File: config.mk
export PLATFORM = sky130hd
export DESIGN_NAME = tsm_monitor
export DESIGN_NICKNAME = d
export VERILOG_FILES = /design/src/logic/tsm_pkg.sv /design/src/logic/tsm_monitor.sv
export SDC_FILE = /design/constraint.sdc
export NUM_CORES = 1
export LEC_CHECK = 0
export CAP_MARGIN = 20
export CORE_AREA = 2 2 143 214
export DETAILED_ROUTE_END_ITERATION = 10
export DIE_AREA = 0 0 145 216
export DONT_BUFFER_PORTS = 1
export HOLD_SLACK_MARGIN = 0.08
export PLACE_DENSITY_LB_ADDON = 0.3
export SYNTH_ARGS = -nofsm -noshare
export SYNTH_HDL_FRONTEND = slang
export SYNTH_SLANG_ARGS = --single-unit
File: constraint.sdc
create_clock -name clk_sys -period 5.4 [get_ports clk_sys]
set_clock_uncertainty 0.05 [all_clocks]
set_input_delay 1.08 -clock clk_sys [delete_from_list [all_inputs] [get_ports clk_sys]]
set_output_delay 1.08 -clock clk_sys [all_outputs]
set_load 0.05 [all_outputs]
File: src/logic/tsm_pkg.sv
// Constants shared by the trail supervision monitor.
`default_nettype none
package tsm_pkg;
    // Frame layout: byte positions within one frame.
    localparam int unsigned FRAME_LEN  = 16;
    localparam int unsigned CODE_POS   = 2;
    localparam int unsigned FE_POS     = 3;
    localparam int unsigned K2_POS     = 4;
    localparam int unsigned H1_POS     = 5;
    localparam int unsigned H2_POS     = 6;
    localparam int unsigned TRACE_POS  = 7;
    // Return byte fields: remote error count and remote defect bit.
    localparam int unsigned REI_LSB    = 4;
    localparam int unsigned RDI_BIT    = 3;
    // Register byte addresses.
    localparam logic [7:0] A_CTRL      = 8'h00;
    localparam logic [7:0] A_STATUS    = 8'h04;
    localparam logic [7:0] A_INT_STAT  = 8'h08;
    localparam logic [7:0] A_INT_MASK  = 8'h0c;
    localparam logic [7:0] A_NE_ERR    = 8'h10;
    localparam logic [7:0] A_FE_ERR    = 8'h14;
    localparam logic [7:0] A_TRACE     = 8'h18;
    // Control fields and reset values.
    localparam int unsigned C_BIDIR    = 0;
    localparam int unsigned C_TRC_KNOWN = 1;
    localparam int unsigned C_ENHANCED = 2;
    localparam int unsigned C_FEED_SRC = 3;
    localparam int unsigned C_TYPE_LSB = 4;
    localparam logic [5:0] CTRL_RST    = 6'h01;
    localparam logic [4:0] MASK_RST    = 5'h00;
    // Interrupt event bit positions.
    localparam int unsigned I_SF       = 0;
    localparam int unsigned I_SD       = 1;
    localparam int unsigned I_AIS      = 2;
    localparam int unsigned I_CODE     = 3;
    localparam int unsigned I_FE_DEF   = 4;
    localparam int unsigned N_INT      = 5;
    // Alarm pattern types handed to a directly fed source.
    localparam logic [1:0] TYPE_NONE   = 2'h0;
    // Performance second.
    localparam int unsigned CLK_PERIOD_NS = 20;
    localparam int unsigned SEC_TIME_NS   = 1000000000;
    localparam int unsigned SEC_CYCLES    = SEC_TIME_NS / CLK_PERIOD_NS;
endpackage : tsm_pkg
`default_nettype wire

File: src/logic/tsm_monitor.sv
// Trail supervision: code check, remote indications, AIS, SF/SD.
// Behaviour
// - Recompute code, count each mismatching bit.
// - Return near-end defect as remote defect.
// - Return exact mismatch count as remote error.
// - Discard far-end errors in seconds with RDI.
// - Unidirectional trail: ignore remote indications.
// - Defect replaces traffic with all-ONEs.
// - Insert all-ONEs on local defects only.
// - Detect incoming AIS via K2 bits 6-8.
// - Detect pointer AIS via H1 and H2.
// - Sink feeding source: flag alarm pattern type.
// - Source given AIS plus server fail outputs ONEs.
// - Pointer AIS declares defect and inserts ONEs.
// - Signal fail and degrade from defects.
// - Enhanced: unequipped counts only with zero trace.
// - Unknown trace: disable mismatch, keep trace readable.
// - Near-end defect voids far-end information.
`timescale 1ns/1ps
`default_nettype none
module tsm_monitor #(
    parameter int unsigned SEC_CYC = tsm_pkg::SEC_CYCLES
) (
    input  wire logic        clk_sys,
    input  wire logic        rst_n,
    input  wire logic [7:0]  paddr,
    input  wire logic        psel,
    input  wire logic        penable,
    input  wire logic        pwrite,
    input  wire logic [31:0] pwdata,
    output logic [31:0]      prdata,
    output logic             pready,
    output logic             pslverr,
    input  wire logic        rx_valid,
    input  wire logic        rx_sof,
    input  wire logic [7:0]  rx_data,
    output logic             tx_valid,
    output logic [7:0]       tx_data,
    output logic [1:0]       tx_alarm_type,
    input  wire logic        src_valid,
    input  wire logic [7:0]  src_data,
    output logic             src_out_valid,
    output logic [7:0]       src_out_data,
    input  wire logic        server_fail_flag,
    input  wire logic        frame_loss_defect,
    input  wire logic        unequipped_defect,
    input  wire logic        trace_mismatch_defect,
    input  wire logic        degraded_defect,
    input  wire logic        accepted_trace_zero,
    output logic             rdi_out,
    output logic [3:0]       rei_out,
    output logic             sig_fail,
    output logic             sig_degrade,
    output logic             irq
);
    generate
        if (SEC_CYC < 2) begin : g_bad
            $error("SEC_CYC must be at least 2");
        end
    endgenerate

    function automatic logic [3:0] ones(input logic [7:0] v);
        logic [3:0] n;
        n = 4'h0;
        for (int i = 0; i < 8; i++) begin
            n = n + {3'h0, v[i]};
        end
        return n;
    endfunction : ones

    function automatic logic at(input logic [7:0] p, input int unsigned k);
        return p == k[7:0];
    endfunction : at

    logic [7:0]  pos;
    logic [7:0]  bip_acc;
    logic [7:0]  bip_prev;
    logic        bip_ok;
    logic [5:0]  ctrl;
    logic [4:0]  int_mask;
    logic [4:0]  int_stat;
    logic [31:0] ne_err;
    logic [31:0] fe_err;
    logic [31:0] fe_pend;
    logic        fe_void;
    logic [31:0] sec_cnt;
    logic [7:0]  rx_trace;
    logic        alarm_pattern_defect;
    logic        admin_unit_alarm_defect;
    logic        fe_defect;
    logic [7:0]  h1_byte;
    logic        near_def;
    logic        next_sf;
    logic        code_err;
    logic [3:0]  code_cnt;
    logic        fe_take;
    logic        sec_end;
    logic        rd_stat;
    logic        acc;
    logic [4:0]  ev;
    logic        prev_ais;

    // Byte position within the frame; a start marker realigns it.
    always_ff @(posedge clk_sys or negedge rst_n) begin
        if (!rst_n) begin
            pos <= 8'h00;
        end else if (rx_valid) begin
            if (rx_sof) begin
                pos <= 8'h01;
            end else if (at(pos, tsm_pkg::FRAME_LEN - 1)) begin
                pos <= 8'h00;
            end else begin
                pos <= pos + 8'h01;
            end
        end
    end

    // Parity of each frame is checked against the code in the next one.
    always_ff @(posedge clk_sys or negedge rst_n) begin
        if (!rst_n) begin
            bip_acc  <= 8'h00;
            bip_prev <= 8'h00;
            bip_ok   <= 1'b0;
        end else if (rx_valid) begin
            if (rx_sof) begin
                bip_prev <= bip_acc;
                bip_ok   <= 1'b1;
                bip_acc  <= rx_data;
            end else begin
                bip_acc  <= bip_acc ^ rx_data;
            end
        end
    end

    // Code byte comparison; each differing bit is one error.
    assign code_cnt = ones(rx_data ^ bip_prev);
    assign code_err = rx_valid && !rx_sof && bip_ok
                      && at(pos, tsm_pkg::CODE_POS) && code_cnt != 4'h0;

    // Incoming AIS from the overhead, held until the byte is seen again.
    always_ff @(posedge clk_sys or negedge rst_n) begin
        if (!rst_n) begin
            alarm_pattern_defect    <= 1'b0;
            admin_unit_alarm_defect <= 1'b0;
            h1_byte                 <= 8'h00;
            rx_trace                <= 8'h00;
        end else if (rx_valid && !rx_sof) begin
            if (at(pos, tsm_pkg::K2_POS)) begin
                alarm_pattern_defect <= rx_data[2:0] == 3'h7;
            end
            if (at(pos, tsm_pkg::H1_POS)) begin
                h1_byte <= rx_data;
            end
            if (at(pos, tsm_pkg::H2_POS)) begin
                admin_unit_alarm_defect <= h1_byte == 8'hff
                                           && rx_data == 8'hff;
            end
            if (at(pos, tsm_pkg::TRACE_POS)) begin
                rx_trace <= rx_data;
            end
        end
    end

    // Only locally seen defects, incoming AIS included, force ONEs.
    assign near_def = frame_loss_defect | server_fail_flag
                      | alarm_pattern_defect | admin_unit_alarm_defect;

    // Traffic path; ONEs begin the cycle after the defect is present.
    always_ff @(posedge clk_sys or negedge rst_n) begin
        if (!rst_n) begin
            tx_valid      <= 1'b0;
            tx_data       <= 8'h00;
            tx_alarm_type <= tsm_pkg::TYPE_NONE;
        end else begin
            tx_valid <= rx_valid;
            tx_data  <= near_def ? 8'hff : rx_data;
            tx_alarm_type <= (near_def && ctrl[tsm_pkg::C_FEED_SRC])
                ? ctrl[tsm_pkg::C_TYPE_LSB +: 2] : tsm_pkg::TYPE_NONE;
        end
    end

    // Source path: AIS with server fail stays all ONEs.
    always_ff @(posedge clk_sys or negedge rst_n) begin
        if (!rst_n) begin
            src_out_valid <= 1'b0;
            src_out_data  <= 8'h00;
        end else begin
            src_out_valid <= src_valid;
            src_out_data  <= server_fail_flag ? 8'hff : src_data;
        end
    end

    // Return direction indications.
    always_ff @(posedge clk_sys or negedge rst_n) begin
        if (!rst_n) begin
            rdi_out <= 1'b0;
            rei_out <= 4'h0;
        end else begin
            rdi_out <= near_def;
            if (rx_valid && !rx_sof && at(pos, tsm_pkg::CODE_POS)) begin
                rei_out <= bip_ok ? code_cnt : 4'h0;
            end
        end
    end

    // Protection conditions; trace mismatch only when expected is known.
    always_comb begin
        next_sf = server_fail_flag | alarm_pattern_defect;
        if (unequipped_defect && (!ctrl[tsm_pkg::C_ENHANCED]
                                  || accepted_trace_zero)) begin
            next_sf = 1'b1;
        end
        if (trace_mismatch_defect && ctrl[tsm_pkg::C_TRC_KNOWN]) begin
            next_sf = 1'b1;
        end
    end

    always_ff @(posedge clk_sys or negedge rst_n) begin
        if (!rst_n) begin
            sig_fail    <= 1'b0;
            sig_degrade <= 1'b0;
        end else begin
            sig_fail    <= next_sf;
            sig_degrade <= degraded_defect;
        end
    end

    // Far-end byte is used only on a bidirectional trail.
    assign fe_take = rx_valid && !rx_sof && at(pos, tsm_pkg::FE_POS)
                     && ctrl[tsm_pkg::C_BIDIR];
    assign sec_end = sec_cnt == SEC_CYC - 1;

    // A second with remote or near-end defect loses its far-end errors.
    always_ff @(posedge clk_sys or negedge rst_n) begin
        if (!rst_n) begin
            sec_cnt   <= 32'h0;
            fe_pend   <= 32'h0;
            fe_void   <= 1'b0;
            fe_err    <= 32'h0;
            fe_defect <= 1'b0;
        end else begin
            sec_cnt <= sec_end ? 32'h0 : sec_cnt + 32'h1;
            if (fe_take) begin
                fe_defect <= rx_data[tsm_pkg::RDI_BIT] && !near_def;
            end else if (!ctrl[tsm_pkg::C_BIDIR]) begin
                fe_defect <= 1'b0;
            end
            if (sec_end) begin
                if (!fe_void) begin
                    fe_err <= fe_err + fe_pend;
                end
                fe_pend <= 32'h0;
                fe_void <= near_def;
            end
            // A byte on the boundary belongs to the second that starts.
            if (fe_take) begin
                fe_pend <= (sec_end ? 32'h0 : fe_pend)
                    + {28'h0, rx_data[tsm_pkg::REI_LSB +: 4]};
            end
            if ((fe_take && rx_data[tsm_pkg::RDI_BIT]) || near_def) begin
                fe_void <= 1'b1;
            end
        end
    end

    // Near-end error total.
    always_ff @(posedge clk_sys or negedge rst_n) begin
        if (!rst_n) begin
            ne_err <= 32'h0;
        end else if (code_err) begin
            ne_err <= ne_err + {28'h0, code_cnt};
        end
    end

    assign acc     = psel && penable;
    assign rd_stat = acc && !pwrite && paddr == tsm_pkg::A_INT_STAT;

    // Control and mask registers.
    always_ff @(posedge clk_sys or negedge rst_n) begin
        if (!rst_n) begin
            ctrl     <= tsm_pkg::CTRL_RST;
            int_mask <= tsm_pkg::MASK_RST;
        end else if (acc && pwrite) begin
            if (paddr == tsm_pkg::A_CTRL) begin
                ctrl <= pwdata[5:0];
            end
            if (paddr == tsm_pkg::A_INT_MASK) begin
                int_mask <= pwdata[4:0];
            end
        end
    end

    // Rising edges of the watched conditions, and every code error, become events.
    always_ff @(posedge clk_sys or negedge rst_n) begin
        if (!rst_n) begin
            prev_ais <= 1'b0;
        end else begin
            prev_ais <= near_def;
        end
    end

    assign ev[tsm_pkg::I_SF]     = next_sf && !sig_fail;
    assign ev[tsm_pkg::I_SD]     = degraded_defect && !sig_degrade;
    assign ev[tsm_pkg::I_AIS]    = near_def && !prev_ais;
    assign ev[tsm_pkg::I_CODE]   = code_err;
    assign ev[tsm_pkg::I_FE_DEF] = fe_take && rx_data[tsm_pkg::RDI_BIT]
                                   && !fe_defect && !near_def;

    // Sticky status cleared by reading it; a new event wins the clear.
    always_ff @(posedge clk_sys or negedge rst_n) begin
        if (!rst_n) begin
            int_stat <= 5'h00;
        end else begin
            int_stat <= (rd_stat ? 5'h00 : int_stat) | ev;
        end
    end

    assign irq = |(int_stat & int_mask);

    // Zero-wait slave; unmapped addresses answer with an error.
    assign pready = 1'b1;
    always_comb begin
        prdata  = 32'h0;
        pslverr = 1'b0;
        unique case (paddr)
            tsm_pkg::A_CTRL:     prdata = {26'h0, ctrl};
            tsm_pkg::A_STATUS:   prdata = {26'h0, fe_defect, sig_degrade,
                                 sig_fail, admin_unit_alarm_defect,
                                 alarm_pattern_defect, near_def};
            tsm_pkg::A_INT_STAT: prdata = {27'h0, int_stat};
            tsm_pkg::A_INT_MASK: prdata = {27'h0, int_mask};
            tsm_pkg::A_NE_ERR:   prdata = ne_err;
            tsm_pkg::A_FE_ERR:   prdata = fe_err;
            tsm_pkg::A_TRACE:    prdata = {24'h0, rx_trace};
            default:             pslverr = psel && penable;
        endcase
    end
endmodule : tsm_monitor
`default_nettype wire

==> key figures, run 1 <==
Floorplan
  • Io pins: roughly 130
  • Die Area: around 0.031 mm²
  • Initial Utilization: 0.395
  • Site Rows: 77
  • Die Span X: 145 µm
  • Core area: 0.0294 mm²
  • Chip height: between 200 and 250 µm

Synthesis
  • Mapped cell area: 0.0116 mm²
  • Post-synth top area share: 0.463
  • Cell taking the most area after synthesis: dfrtp_1
  • Mean post-synth cell area: 9.92 µm²
  • Ys flop type: dfrtp_1
  • Yosys warns: 0
  • Sequential share of the synthesized area: 0.465
  • Cell count after synthesis: around 1,200
  • Distinct cells, synth: ~60
  • Most numerous cell in the Yosys netlist: dfrtp_1
  • Top cells by count, synth: dfrtp_1 (215), nand2_1 (131), nor2_1 (74)
  • Number of synthesized flops with an enable pin: 0
  • Largest cells by area after synthesis: dfrtp_1 (46%), ha_1 (5.1%), xnor2_1 (4.4%)
  • Fraction of registers with async set or reset after synthesis: 1.00
  • Post-synth net total: 1,296
  • Seq cells post-synth: about 220

STA
  • Unrepaired setup endpoints after global routing: no
  • Fmax: around 200 MHz
  • Hold_ws: 0.196 ns
  • Tightest Pin Transition: between 1 and 1.5 ns
  • Final worst-path cycle share: 0.922
  • Max-slew violations: 0
  • Crit path time final: 4.98 ns
  • # setup viols final: 0
  • Relative slew margins: 0.234
  • Final Hold Fails: 0

Setup path
  • Delay-heaviest family, CP: adder cells
  • CP max stage delay: 0.54 ns
  • Max Fanout on Critical Path: 7
  • Worst setup SP type: input port
  • Slowest stage cell, crit path: fa_1
  • CP Capture Type: flip-flop
  • Bufs and invs on worst path: 4
  • CP arrival: between 5 and 6 ns
  • Most common cell on crit path: fa_1
  • Critical setup path kind: input port to flip-flop
  • Worst-path cell chain: xnor2_1 -> fa_1 -> inv_1 -> fa_1 -> inv_1 -> fa_1 -> inv_1 -> ha_2 -> fa_1 -> ha_1 -> a21o_1 -> a21oi_1 -> nor2b_1 -> o21bai_1 -> buf_4 -> nor2_1 -> and4_1 -> nand4_1 -> xnor2_1
  • Worst endpoint required time: 5.76 ns

Min path
  • Hold crit path type: input port to asynchronous set/reset pin

Clock tree
  • # hold bufs at CTS: 0
  • H-Tree Depth: 1
  • Post-CTS Setup Repair Bufs: 0
  • Maximum buffer depth of the clock tree: 3
  • Post-cts sizing count: 0
  • Reg clk slew, reported paths: ~0.060 ns
  • CTS tree: done
  • CTS Buf Count: 24
  • Clk Latency, worst-skew pair: approximately 0.53 ns
  • CTS root buf: clkbuf_16
  • Clock sink total: around 220

Power and ir drop
  • Design Power: roughly 4.4 mW
  • Static Leakage: around 5.8 nW
  • Peak supply drop: 0.396 mV
  • Power density cells: between 300 and 400 mW/mm²

Detailed routing
  • Antenna viol nets, final: 0
  • Total Wirelength: 27.9 mm
  • 1st-iter DRT viols: roughly 440
  • Router iterations before antenna repair: 6
  • Vias per inst: 5.46
  • DR vias: approximately 8,700
  • # DRC: 0
  • Routed length per placed instance: between 15 and 20 µm

Finish
  • Fraction of layout cells with a size suffix above 1: 0.106
  • Area Overhead vs Synth: 11.4%
  • Fin nets: ~1,300
  • # fillers: roughly 2,800
  • Final cell count without fillers: roughly 1,600
  • N_diodes: 0
  • FF/Latch Area: approximately 0.0054 mm²
  • Area of the multi-input gates: just under 0.006 mm²

GRT
  • Initial antenna violation count: 0
  • GRT Total Usage: 0.179
  • First-pass GRT wire length: around 46 mm
  • Remaining Overflow, GRT: 0
  • Vias in the first global route: 9,006
  • Largest net degree at the start of global routing: ~220

Outcome
  • Outcome: completed

Placed design
  • Placed cell count: ~1,500
  • Placer Congestion: about 0.89
  • IO Port Bufs: 0
  • HPWL after DPL: 20.2 mm

Flow run
  • Maximum capacitance violations: 0
==> stage by stage <==
stage / instance area, µm² / util / TNS, ns / setup slack [ns]
2_1_floorplan: 11600 / - / 0 / 0.0115
6_report: 13000 / 0.441 / 0 / 0.420
5_1_grt: 13000 / 0.441 / 0 / 0.123
3_3_place_gp: 12100 / 0.413 / -1.44 / -0.140
4_1_cts: 13000 / 0.441 / 0 / 0.389
3_5_place_dp: 12100 / 0.413 / -1.69 / -0.161
==> path summary, 6_finish.rpt <==
check                             from           to  slack (ns)  depth (start not counted)
setup / recovery            rx_data[0]   ne_err[31]        0.42                         19
hold / removal                   rst_n   ne_err[23]        0.20                          0
setup reg to reg           bip_prev[0]   ne_err[31]        0.58                         19
hold reg to reg            sec_cnt[31]  sec_cnt[31]        0.43                          1
max in group asynchronous        rst_n  rx_trace[0]        4.55                          0
min in group clk_sys       sec_cnt[31]  sec_cnt[31]        0.43                          1
==> state kept, by name, indices dropped and copies added (netlist names), 6 cells and up <==
name          cells
rx_trace          8
bip_acc           8
pos               8
tx_data           8
ctrl              6
ne_err           32
sec_cnt          32
fe_err           32
h1_byte           8
bip_prev          8
src_out_data      8
fe_pend          32
==> report_power, final <==
group          internal, mW  switching [mW]
Clock                 0.999           0.685
Sequential             1.74           0.176
Combinational         0.393           0.378
Total                  3.13            1.24
==> cell families after synthesis <==
group / share of synthesized area
buffers and inverters: 0.0267
AO/OA/AOI/OAI: 0.142
multiplexers: 0.0376
XOR/XNOR: 0.0867
adder cells (fa/ha/maj): 0.0627
other: 0.000323
flip-flops: 0.465
AND/OR/NAND/NOR: 0.179
==> layout make-up <==
cell class	instances	share of cell area
multi-input cells	875	0.459
inverters	37	0.0107
repair buffers	21	0.0122
well taps	395	0.0382
clock buffers	32	0.0534
flip-flops and latches	216	0.417
clock inverters	12	0.00937
==> cell usage in the layout, fill, tap and decap left out, drive strengths merged, types with 5 or more instances in the layout <==
master   netlist  final
dfrtp        215    215
nand2        131    131
nor2          74     74
o21ai         73     73
xnor2         58     58
xor2          57     57
a21oi         52     52
nand3         52     52
ha            47     47
inv           37     37
mux2          37     37
clkbuf        38     32
nand4         27     27
and3          24     24
a22o          24     24
buf            6     21
a21o          20     20
nor3          17     17
nand2b        17     17
or3           13     13
nor2b         12     12
a22oi         12     12
or2           11     11
clkinv         0     10
and4           9      9
a222oi         9      9
and2           8      8
a311oi         8      8
o21bai         7      7
fa             7      7
nor4           7      7
a211oi         6      6
nor3b          6      6
a31oi          5      5
o22ai          5      5
o2111ai        5      5
==> worst register-to-register path, cell delays in order (launching register included) <==
cell and delay (ns):
dfrtp_1 0.38, xnor2_1 0.15, fa_1 0.54, inv_1 0.06, fa_1 0.53, inv_1 0.06, fa_1 0.53, inv_1 0.04
ha_2 0.20, fa_1 0.50, ha_1 0.30, a21o_1 0.11, a21oi_1 0.10, nor2b_1 0.13, o21bai_1 0.07, buf_4 0.15
nor2_1 0.13, and4_1 0.37, nand4_1 0.16, xnor2_1 0.15
==> routing by layer <==
metal | part of all wire | GRT usage | wire, µm | vias to the layer above
met5 | 0 | 0 | 0 | -
met3 | 0.039 | 0.0283 | 1090 | 70
met4 | 0.041 | 0.0812 | 1150 | 0
met2 | 0.53 | 0.341 | 14900 | 170
li1 | - | - | - | 4163
met1 | 0.38 | 0.192 | 10800 | 4268
Note: power is estimated with default switching activity, not from simulation.
==> inputs of run 2 (changes only) <==
--- a/config.mk
+++ b/config.mk
@@ -6,6 +6,8 @@
 export NUM_CORES = 1
 export LEC_CHECK = 0
+export ABC_CLOCK_PERIOD_IN_PS = 5400
 export CAP_MARGIN = 20
 export CORE_AREA = 2 2 143 214
+export CTS_CLUSTER_SIZE = 14
 export DETAILED_ROUTE_END_ITERATION = 10
 export DIE_AREA = 0 0 145 216
==> constraint.sdc (replaced) <==
create_clock -name clk_sys -period 5.4 [get_ports clk_sys]
set_clock_uncertainty 0.05 [all_clocks]
set_input_delay 1.35 -clock clk_sys [delete_from_list [all_inputs] [get_ports clk_sys]]
set_output_delay 1.35 -clock clk_sys [all_outputs]
set_load 0.05 [all_outputs]
==> key figures, run 2 (synthesized netlist as in run 1, its figures left out) <==
Clock tree
  • CTS root buf: clkbuf_16
  • Clock sink total: 216 (unchanged)
  • H-Tree Depth: 1 (unchanged)
  • Clk Latency, worst-skew pair: 0.53 ns (about the same)
  • Post-cts sizing count: 0 (unchanged)
  • CTS tree: done
  • Post-CTS Setup Repair Bufs: 0 (unchanged)
  • Maximum buffer depth of the clock tree: 3 (unchanged)
  • CTS Buf Count: 23 (-4.2%)
  • Reg clk slew, reported paths: 0.06 ns (about the same)
  • # hold bufs at CTS: 0 (unchanged)

Detailed routing
  • 1st-iter DRT viols: 527 (+21%)
  • Router iterations before antenna repair: 7 (+1)
  • DR vias: 8,604 (-0.77%)
  • Total Wirelength: 27.6 mm (-1.1%)
  • Vias per inst: 5.42 (-0.77%)
  • # DRC: 0 (unchanged)
  • Antenna viol nets, final: 0 (unchanged)
  • Routed length per placed instance: 17.4 µm (-1.1%)

Finish
  • Fin nets: 1,299 (unchanged)
  • Leading cell type in the layout, fill and taps excluded: dfrtp_1
  • Commonest non-fill, non-tap cells in the layout: dfrtp_1 (215), nand2_1 (131), nor2_1 (73), o21ai_0 (73)
  • Fraction of layout cells with a size suffix above 1: 0.108 (+0.00261)
  • Final cell count without fillers: 1,588 (unchanged)
  • Fin util: 0.443 (+0.00260)
  • Area Overhead vs Synth: 12.1%

Floorplan
  • Initial Utilization: 0.395 (unchanged)
  • Site Rows: 77 (unchanged)
  • Die Span X: 145 µm (unchanged)
  • Die Area: 0.0313 mm² (unchanged)
  • Chip height: 216 µm (unchanged)
  • Core area: 0.0294 mm² (unchanged)
  • Io pins: 132 (unchanged)

Setup path
  • Worst endpoint required time: 5.80 ns (+0.04 ns)
  • Critical setup path kind: input port to flip-flop
  • Worst setup SP type: input port
  • Max Fanout on Critical Path: 7 (unchanged)
  • CP arrival: 5.46 ns (+0.12 ns)
  • CP Capture Type: flip-flop

STA
  • Worst setup margin: 0.338 ns (-0.0819 ns)
  • Relative slew margins: 0.229 (-0.00414)
  • Setup TNS Final: 0 ns (unchanged)
  • Tightest Pin Transition: 1.15 ns (+0.00619 ns)
  • Final worst-path cycle share: 0.937 (+0.0152)
  • Crit path time final: 5.06 ns (+0.0819 ns)
  • Max-slew violations: 0 (unchanged)
  • # setup viols final: 0 (unchanged)
  • Final Hold Fails: 0 (unchanged)
  • Fmax: 198 MHz (-1.6%)
  • Unrepaired setup endpoints after global routing: no

Power and ir drop
  • Power density cells: 345 mW/mm² (+2.2%)
  • Static Leakage: 5.83 nW (+0.17%)
  • Design Power: 4.49 mW (+2.8%)
  • Peak supply drop: 0.398 mV (+0.28%)

Placed design
  • IO Port Bufs: 0 (unchanged)
  • Placer Congestion: 0.892 (unchanged)
  • Placed cell count: 1,544 (unchanged)
  • HPWL after DPL: 20.0 mm (-1.0%)
  • Pre-CTS setup slack: -0.251 ns (-0.0894 ns)

GRT
  • Vias in the first global route: 8,815 (-2.1%)
  • First-pass GRT wire length: 45.5 mm (-0.78%)
  • GRT Total Usage: 0.177 (-0.00163)
  • Largest net degree at the start of global routing: 217 (unchanged)
  • Initial antenna violation count: 1 (+1)
  • Remaining Overflow, GRT: 0 (unchanged)

Flow run
  • Maximum capacitance violations: 0 (unchanged)

Outcome
  • Outcome: completed

Min path
  • Hold crit path type: flip-flop to flip-flop
==> run 2: changes by cell type in the layout (fill, tap and decap cells not counted), sizes merged <==
cell	previous run	this run
buf	21	22
bufinv	2	5
clkbuf	32	28
clkinv	10	7
clkinvlp	0	1
diode	0	1
inv	37	38
==> run 2: final cells by class <==
type                       count  area, µm²
sequential                   216       5410
fill                        2781      16400
clock inverter                14        205
tap                          395        494
multi-input combinational    875       5990
inverter                      37        139
clock buffer                  28        614
timing repair buffer          22        178
antenna                        1       2.50
==> run 2: metal layers <==
layer	part of all wire	up-vias	wire, µm	GRT usage
li1	-	4181	-	-
met2	0.53	171	14800	0.336
met4	0.043	0	1180	0.0785
met3	0.040	69	1120	0.0283
met1	0.38	4183	10600	0.193
met5	0	-	0	0
==> run 2: through the flow <==
step | hold slack, ns | instance area, µm²
global route | 0.435 | 13000
detailed placement | 0.417 | 12200
CTS | 0.430 | 13000
finish | 0.433 | 13000
floorplan | 0.392 | 11700
global placement | 0.412 | 12200
==> run 2: power breakdown <==
group / internal [mW] / switching, mW / total (mW)
logic: 0.437 / 0.401 / 0.838
clock network: 1.05 / 0.684 / 1.74
registers: 1.74 / 0.181 / 1.92
total: 3.23 / 1.27 / 4.49
==> run 2: worst max-delay path, cell delays in order <==
cell and delay (ns):
xnor2_1 0.12, fa_1 0.54, inv_1 0.05, fa_1 0.47, inv_1 0.05, fa_1 0.48, inv_1 0.04, ha_2 0.20
fa_1 0.50, buf_4 0.16, or3_1 0.41, o2111ai_4 0.25, o21bai_4 0.19, nor2_1 0.08, and4_1 0.29, nand4_1 0.13
xnor2_1 0.13
==> run 2: path summary, 6_finish.rpt <==
kind | cells past startpoint | start | end | slack (ns)
max reg2reg | 17 | bip_prev[3] | ne_err[27] | 0.74
max in group asynchronous | 0 | rst_n | sec_cnt[20] | 4.38
max | 17 | rx_data[0] | ne_err[27] | 0.34
min | 1 | sec_cnt[31] | sec_cnt[31] | 0.43
min reg2reg | 1 | sec_cnt[31] | sec_cnt[31] | 0.43
min in group asynchronous | 0 | rst_n | ne_err[19] | 0.46
==> inputs of run 3 (changes only) <==
- BUFFER_PORTS_ARGS: default -> -buffer_cell sky130_fd_sc_hd__buf_2
- DONT_BUFFER_PORTS: 1 -> default
==> key figures, run 3 (synthesized netlist as in run 1, its figures left out) <==
Finish
  • Leading cell type in the layout, fill and taps excluded: dfrtp_1
  • Fraction of layout cells with a size suffix above 1: 0.192 (+0.0837)
  • Fin util: 0.466 (+0.0230)
  • Fin nets: 1,419 (+9.2%)
  • N_diodes: 0 (-1)
  • Area Overhead vs Synth: 17.9%
  • # fillers: 2,793 (+0.43%)
  • Commonest non-fill, non-tap cells in the layout: dfrtp_1 (215), nand2_1 (131), buf_2 (103)

Placed design
  • IO Port Bufs: 104 (+104)
  • Placer Congestion: 0.906 (+1.5%)
  • HPWL after DPL: 21.0 mm (+5.1%)

Detailed routing
  • Router iterations before antenna repair: 5 (-2)
  • Vias per inst: 5.34 (-1.4%)
  • Routed length per placed instance: 16.7 µm (-4.3%)
  • 1st-iter DRT viols: 543 (+3.0%)
  • # DRC: 0 (unchanged)
  • Antenna viol nets, final: 0 (unchanged)
  • Total Wirelength: 28.4 mm (+2.9%)
  • DR vias: 9,129 (+6.1%)

Setup path
  • Worst setup SP type: input port
  • Worst endpoint required time: 5.80 ns (about the same)
  • CP Capture Type: flip-flop
  • FF-to-FF path depth: 17 (unchanged)
  • Reg-to-reg endpoint: ne_err[31]
  • Max Fanout on Critical Path: 7 (unchanged)
  • Reg-to-reg slack, setup: 0.72 ns (-0.02 ns)
  • CP arrival: 5.62 ns (+0.16 ns)
  • Critical setup path kind: input port to flip-flop
  • Reg2reg start: bip_prev[3]

STA
  • Fmax: 192 MHz (-3.0%)
  • Unrepaired setup endpoints after global routing: no
  • Tightest Pin Transition: 1.03 ns (-0.124 ns)
  • # setup viols final: 0 (unchanged)
  • Final Hold Fails: 0 (unchanged)
  • Max-slew violations: 0 (unchanged)
  • Crit path time final: 5.22 ns (+0.154 ns)
  • Relative slew margins: 0.315 (+0.0860)
  • Setup TNS Final: 0 ns (unchanged)
  • Final worst-path cycle share: 0.966 (+0.0286)

Power and ir drop
  • Int Pwr: 3.31 mW (+2.7%)
  • Seq pwr share: 0.396 (-0.031)
  • Sw power: 1.33 mW (+5.1%)
  • Switching share of total power: 0.287 (+0.00474)
  • Comb power frac: 0.219 (+0.032)
  • Peak supply drop: 0.439 mV (+10%)
  • Static Leakage: 6.37 nW (+9.3%)
  • Clock share of power: 0.385 (about the same)
  • Power density cells: 339 mW/mm² (-1.7%)

GRT
  • First-pass GRT wire length: 46.6 mm (+2.4%)
  • Remaining Overflow, GRT: 0 (unchanged)
  • GRT Total Usage: 0.180 (+0.00289)
  • Vias in the first global route: 9,170 (+4.0%)
  • Largest net degree at the start of global routing: 129 (-41%)
  • Initial antenna violation count: 0 (-1)

Floorplan
  • Io pins: 132 (unchanged)
  • Site Rows: 77 (unchanged)
  • Die Area: 0.0313 mm² (unchanged)
  • Chip height: 216 µm (unchanged)
  • Core area: 0.0294 mm² (unchanged)
  • Die Span X: 145 µm (unchanged)
  • Initial Utilization: 0.395 (unchanged)

Clock tree
  • Clk Latency, worst-skew pair: 0.54 ns (about the same)
  • CTS root buf: clkbuf_16
  • Clock sink total: 216 (unchanged)
  • CTS tree: done
  • Reg clk slew, reported paths: 0.06 ns (about the same)
  • CTS Buf Count: 25 (+8.7%)
  • # hold bufs at CTS: 0 (unchanged)
  • H-Tree Depth: 1 (unchanged)
  • Maximum buffer depth of the clock tree: 3 (unchanged)

Min path
  • Hold crit path type: flip-flop to flip-flop
  • Worst Hold End: int_stat[2]
  • Hold Path Cell Cnt: 1 (unchanged)
  • Min-delay src: prev_ais

Outcome
  • Outcome: completed

Flow run
  • Maximum capacitance violations: 0 (unchanged)
-- run 3: changes by cell type in the layout (fill, tap and decap cells not counted), moves of 2 or more --
cell and change:
buf_2 +103, buf_4 +15, clkbuf_16 +2, clkbuf_8 +2
-- run 3: layer usage --
metal | wire length (µm) | track usage | up-vias
met5 | 0 | 0 | -
met4 | 757 | 0.0620 | 0
met1 | 11100 | 0.198 | 4495
met3 | 851 | 0.0209 | 53
met2 | 15800 | 0.353 | 157
li1 | - | - | 4424
-- run 3: layout make-up --
| class | count | area [µm²] | share of cell area |
|---|---|---|---|
| flip-flops and latches | 216 | 5410 | 0.395 |
| well taps | 395 | 494 | 0.0361 |
| repair buffers | 140 | 801 | 0.0584 |
| clock buffers | 32 | 692 | 0.0505 |
| multi-input cells | 875 | 5990 | 0.437 |
| clock inverters | 13 | 178 | 0.0130 |
| inverters | 37 | 139 | 0.0101 |
-- run 3: power groups by stage --
| stage | Clock (mW) | Sequential [mW] | Combinational [mW] |
|---|---|---|---|
| after floorplan | 0 | 1.90 | 0.569 |
| after global placement | 0 | 1.86 | 1.01 |
| after detailed placement | 0 | 1.87 | 1.03 |
| after CTS | 1.84 | 1.84 | 1.04 |
| after global routing | 1.91 | 1.85 | 1.15 |
| final | 1.79 | 1.84 | 1.02 |
-- run 3: critical path, cell delays in order --
cell and delay [ns]:
buf_2 0.11, xnor2_1 0.14, fa_1 0.54, inv_1 0.06, fa_1 0.48, inv_1 0.06
fa_1 0.47, inv_1 0.06, ha_2 0.20, fa_1 0.51, buf_4 0.16, or3_1 0.41
o2111ai_4 0.24, o21bai_4 0.19, nor2_1 0.09, and4_2 0.29, nand4_1 0.14, xnor2_1 0.13
-- run 3: timing repair --
| item | 4_1_cts | 5_1_grt |
|---|---|---|
| endpoints found under the setup margin | 0 | 4 |
| buffers inserted | 0 | 0 |
| gates resized for setup | 0 | 2 |
-- run 3: through the flow --
stage                     worst slack, ns  std cells  hold slack [ns]  total power [mW]  area, µm²
final                               0.184       1708            0.423              4.64      13700
after global routing             0.000945       1708            0.446              4.91      13700
after CTS                           0.141       1708            0.426              4.72      13700
after detailed placement           -0.414       1663            0.417              2.90      12800
after global placement             -0.365       1663            0.407              2.87      12800
after floorplan                    -0.151       1172            0.392              2.47      11700
-- run 3: how the worst max path moves through the flow --
stage / startpoint / endpoint / slack, ns / cells after the start
finish: rx_data[0] / ne_err[31] / 0.18 / 18
global route: rx_data[0] / ne_err[30] / 0.0009 / 20
CTS: rx_data[0] / ne_err[26] / 0.14 / 20
detailed placement: rx_data[0] / ne_err[26] / -0.41 / 20
global placement: rx_data[0] / ne_err[28] / -0.36 / 20
floorplan: rx_data[3] / ne_err[26] / -0.15 / 19
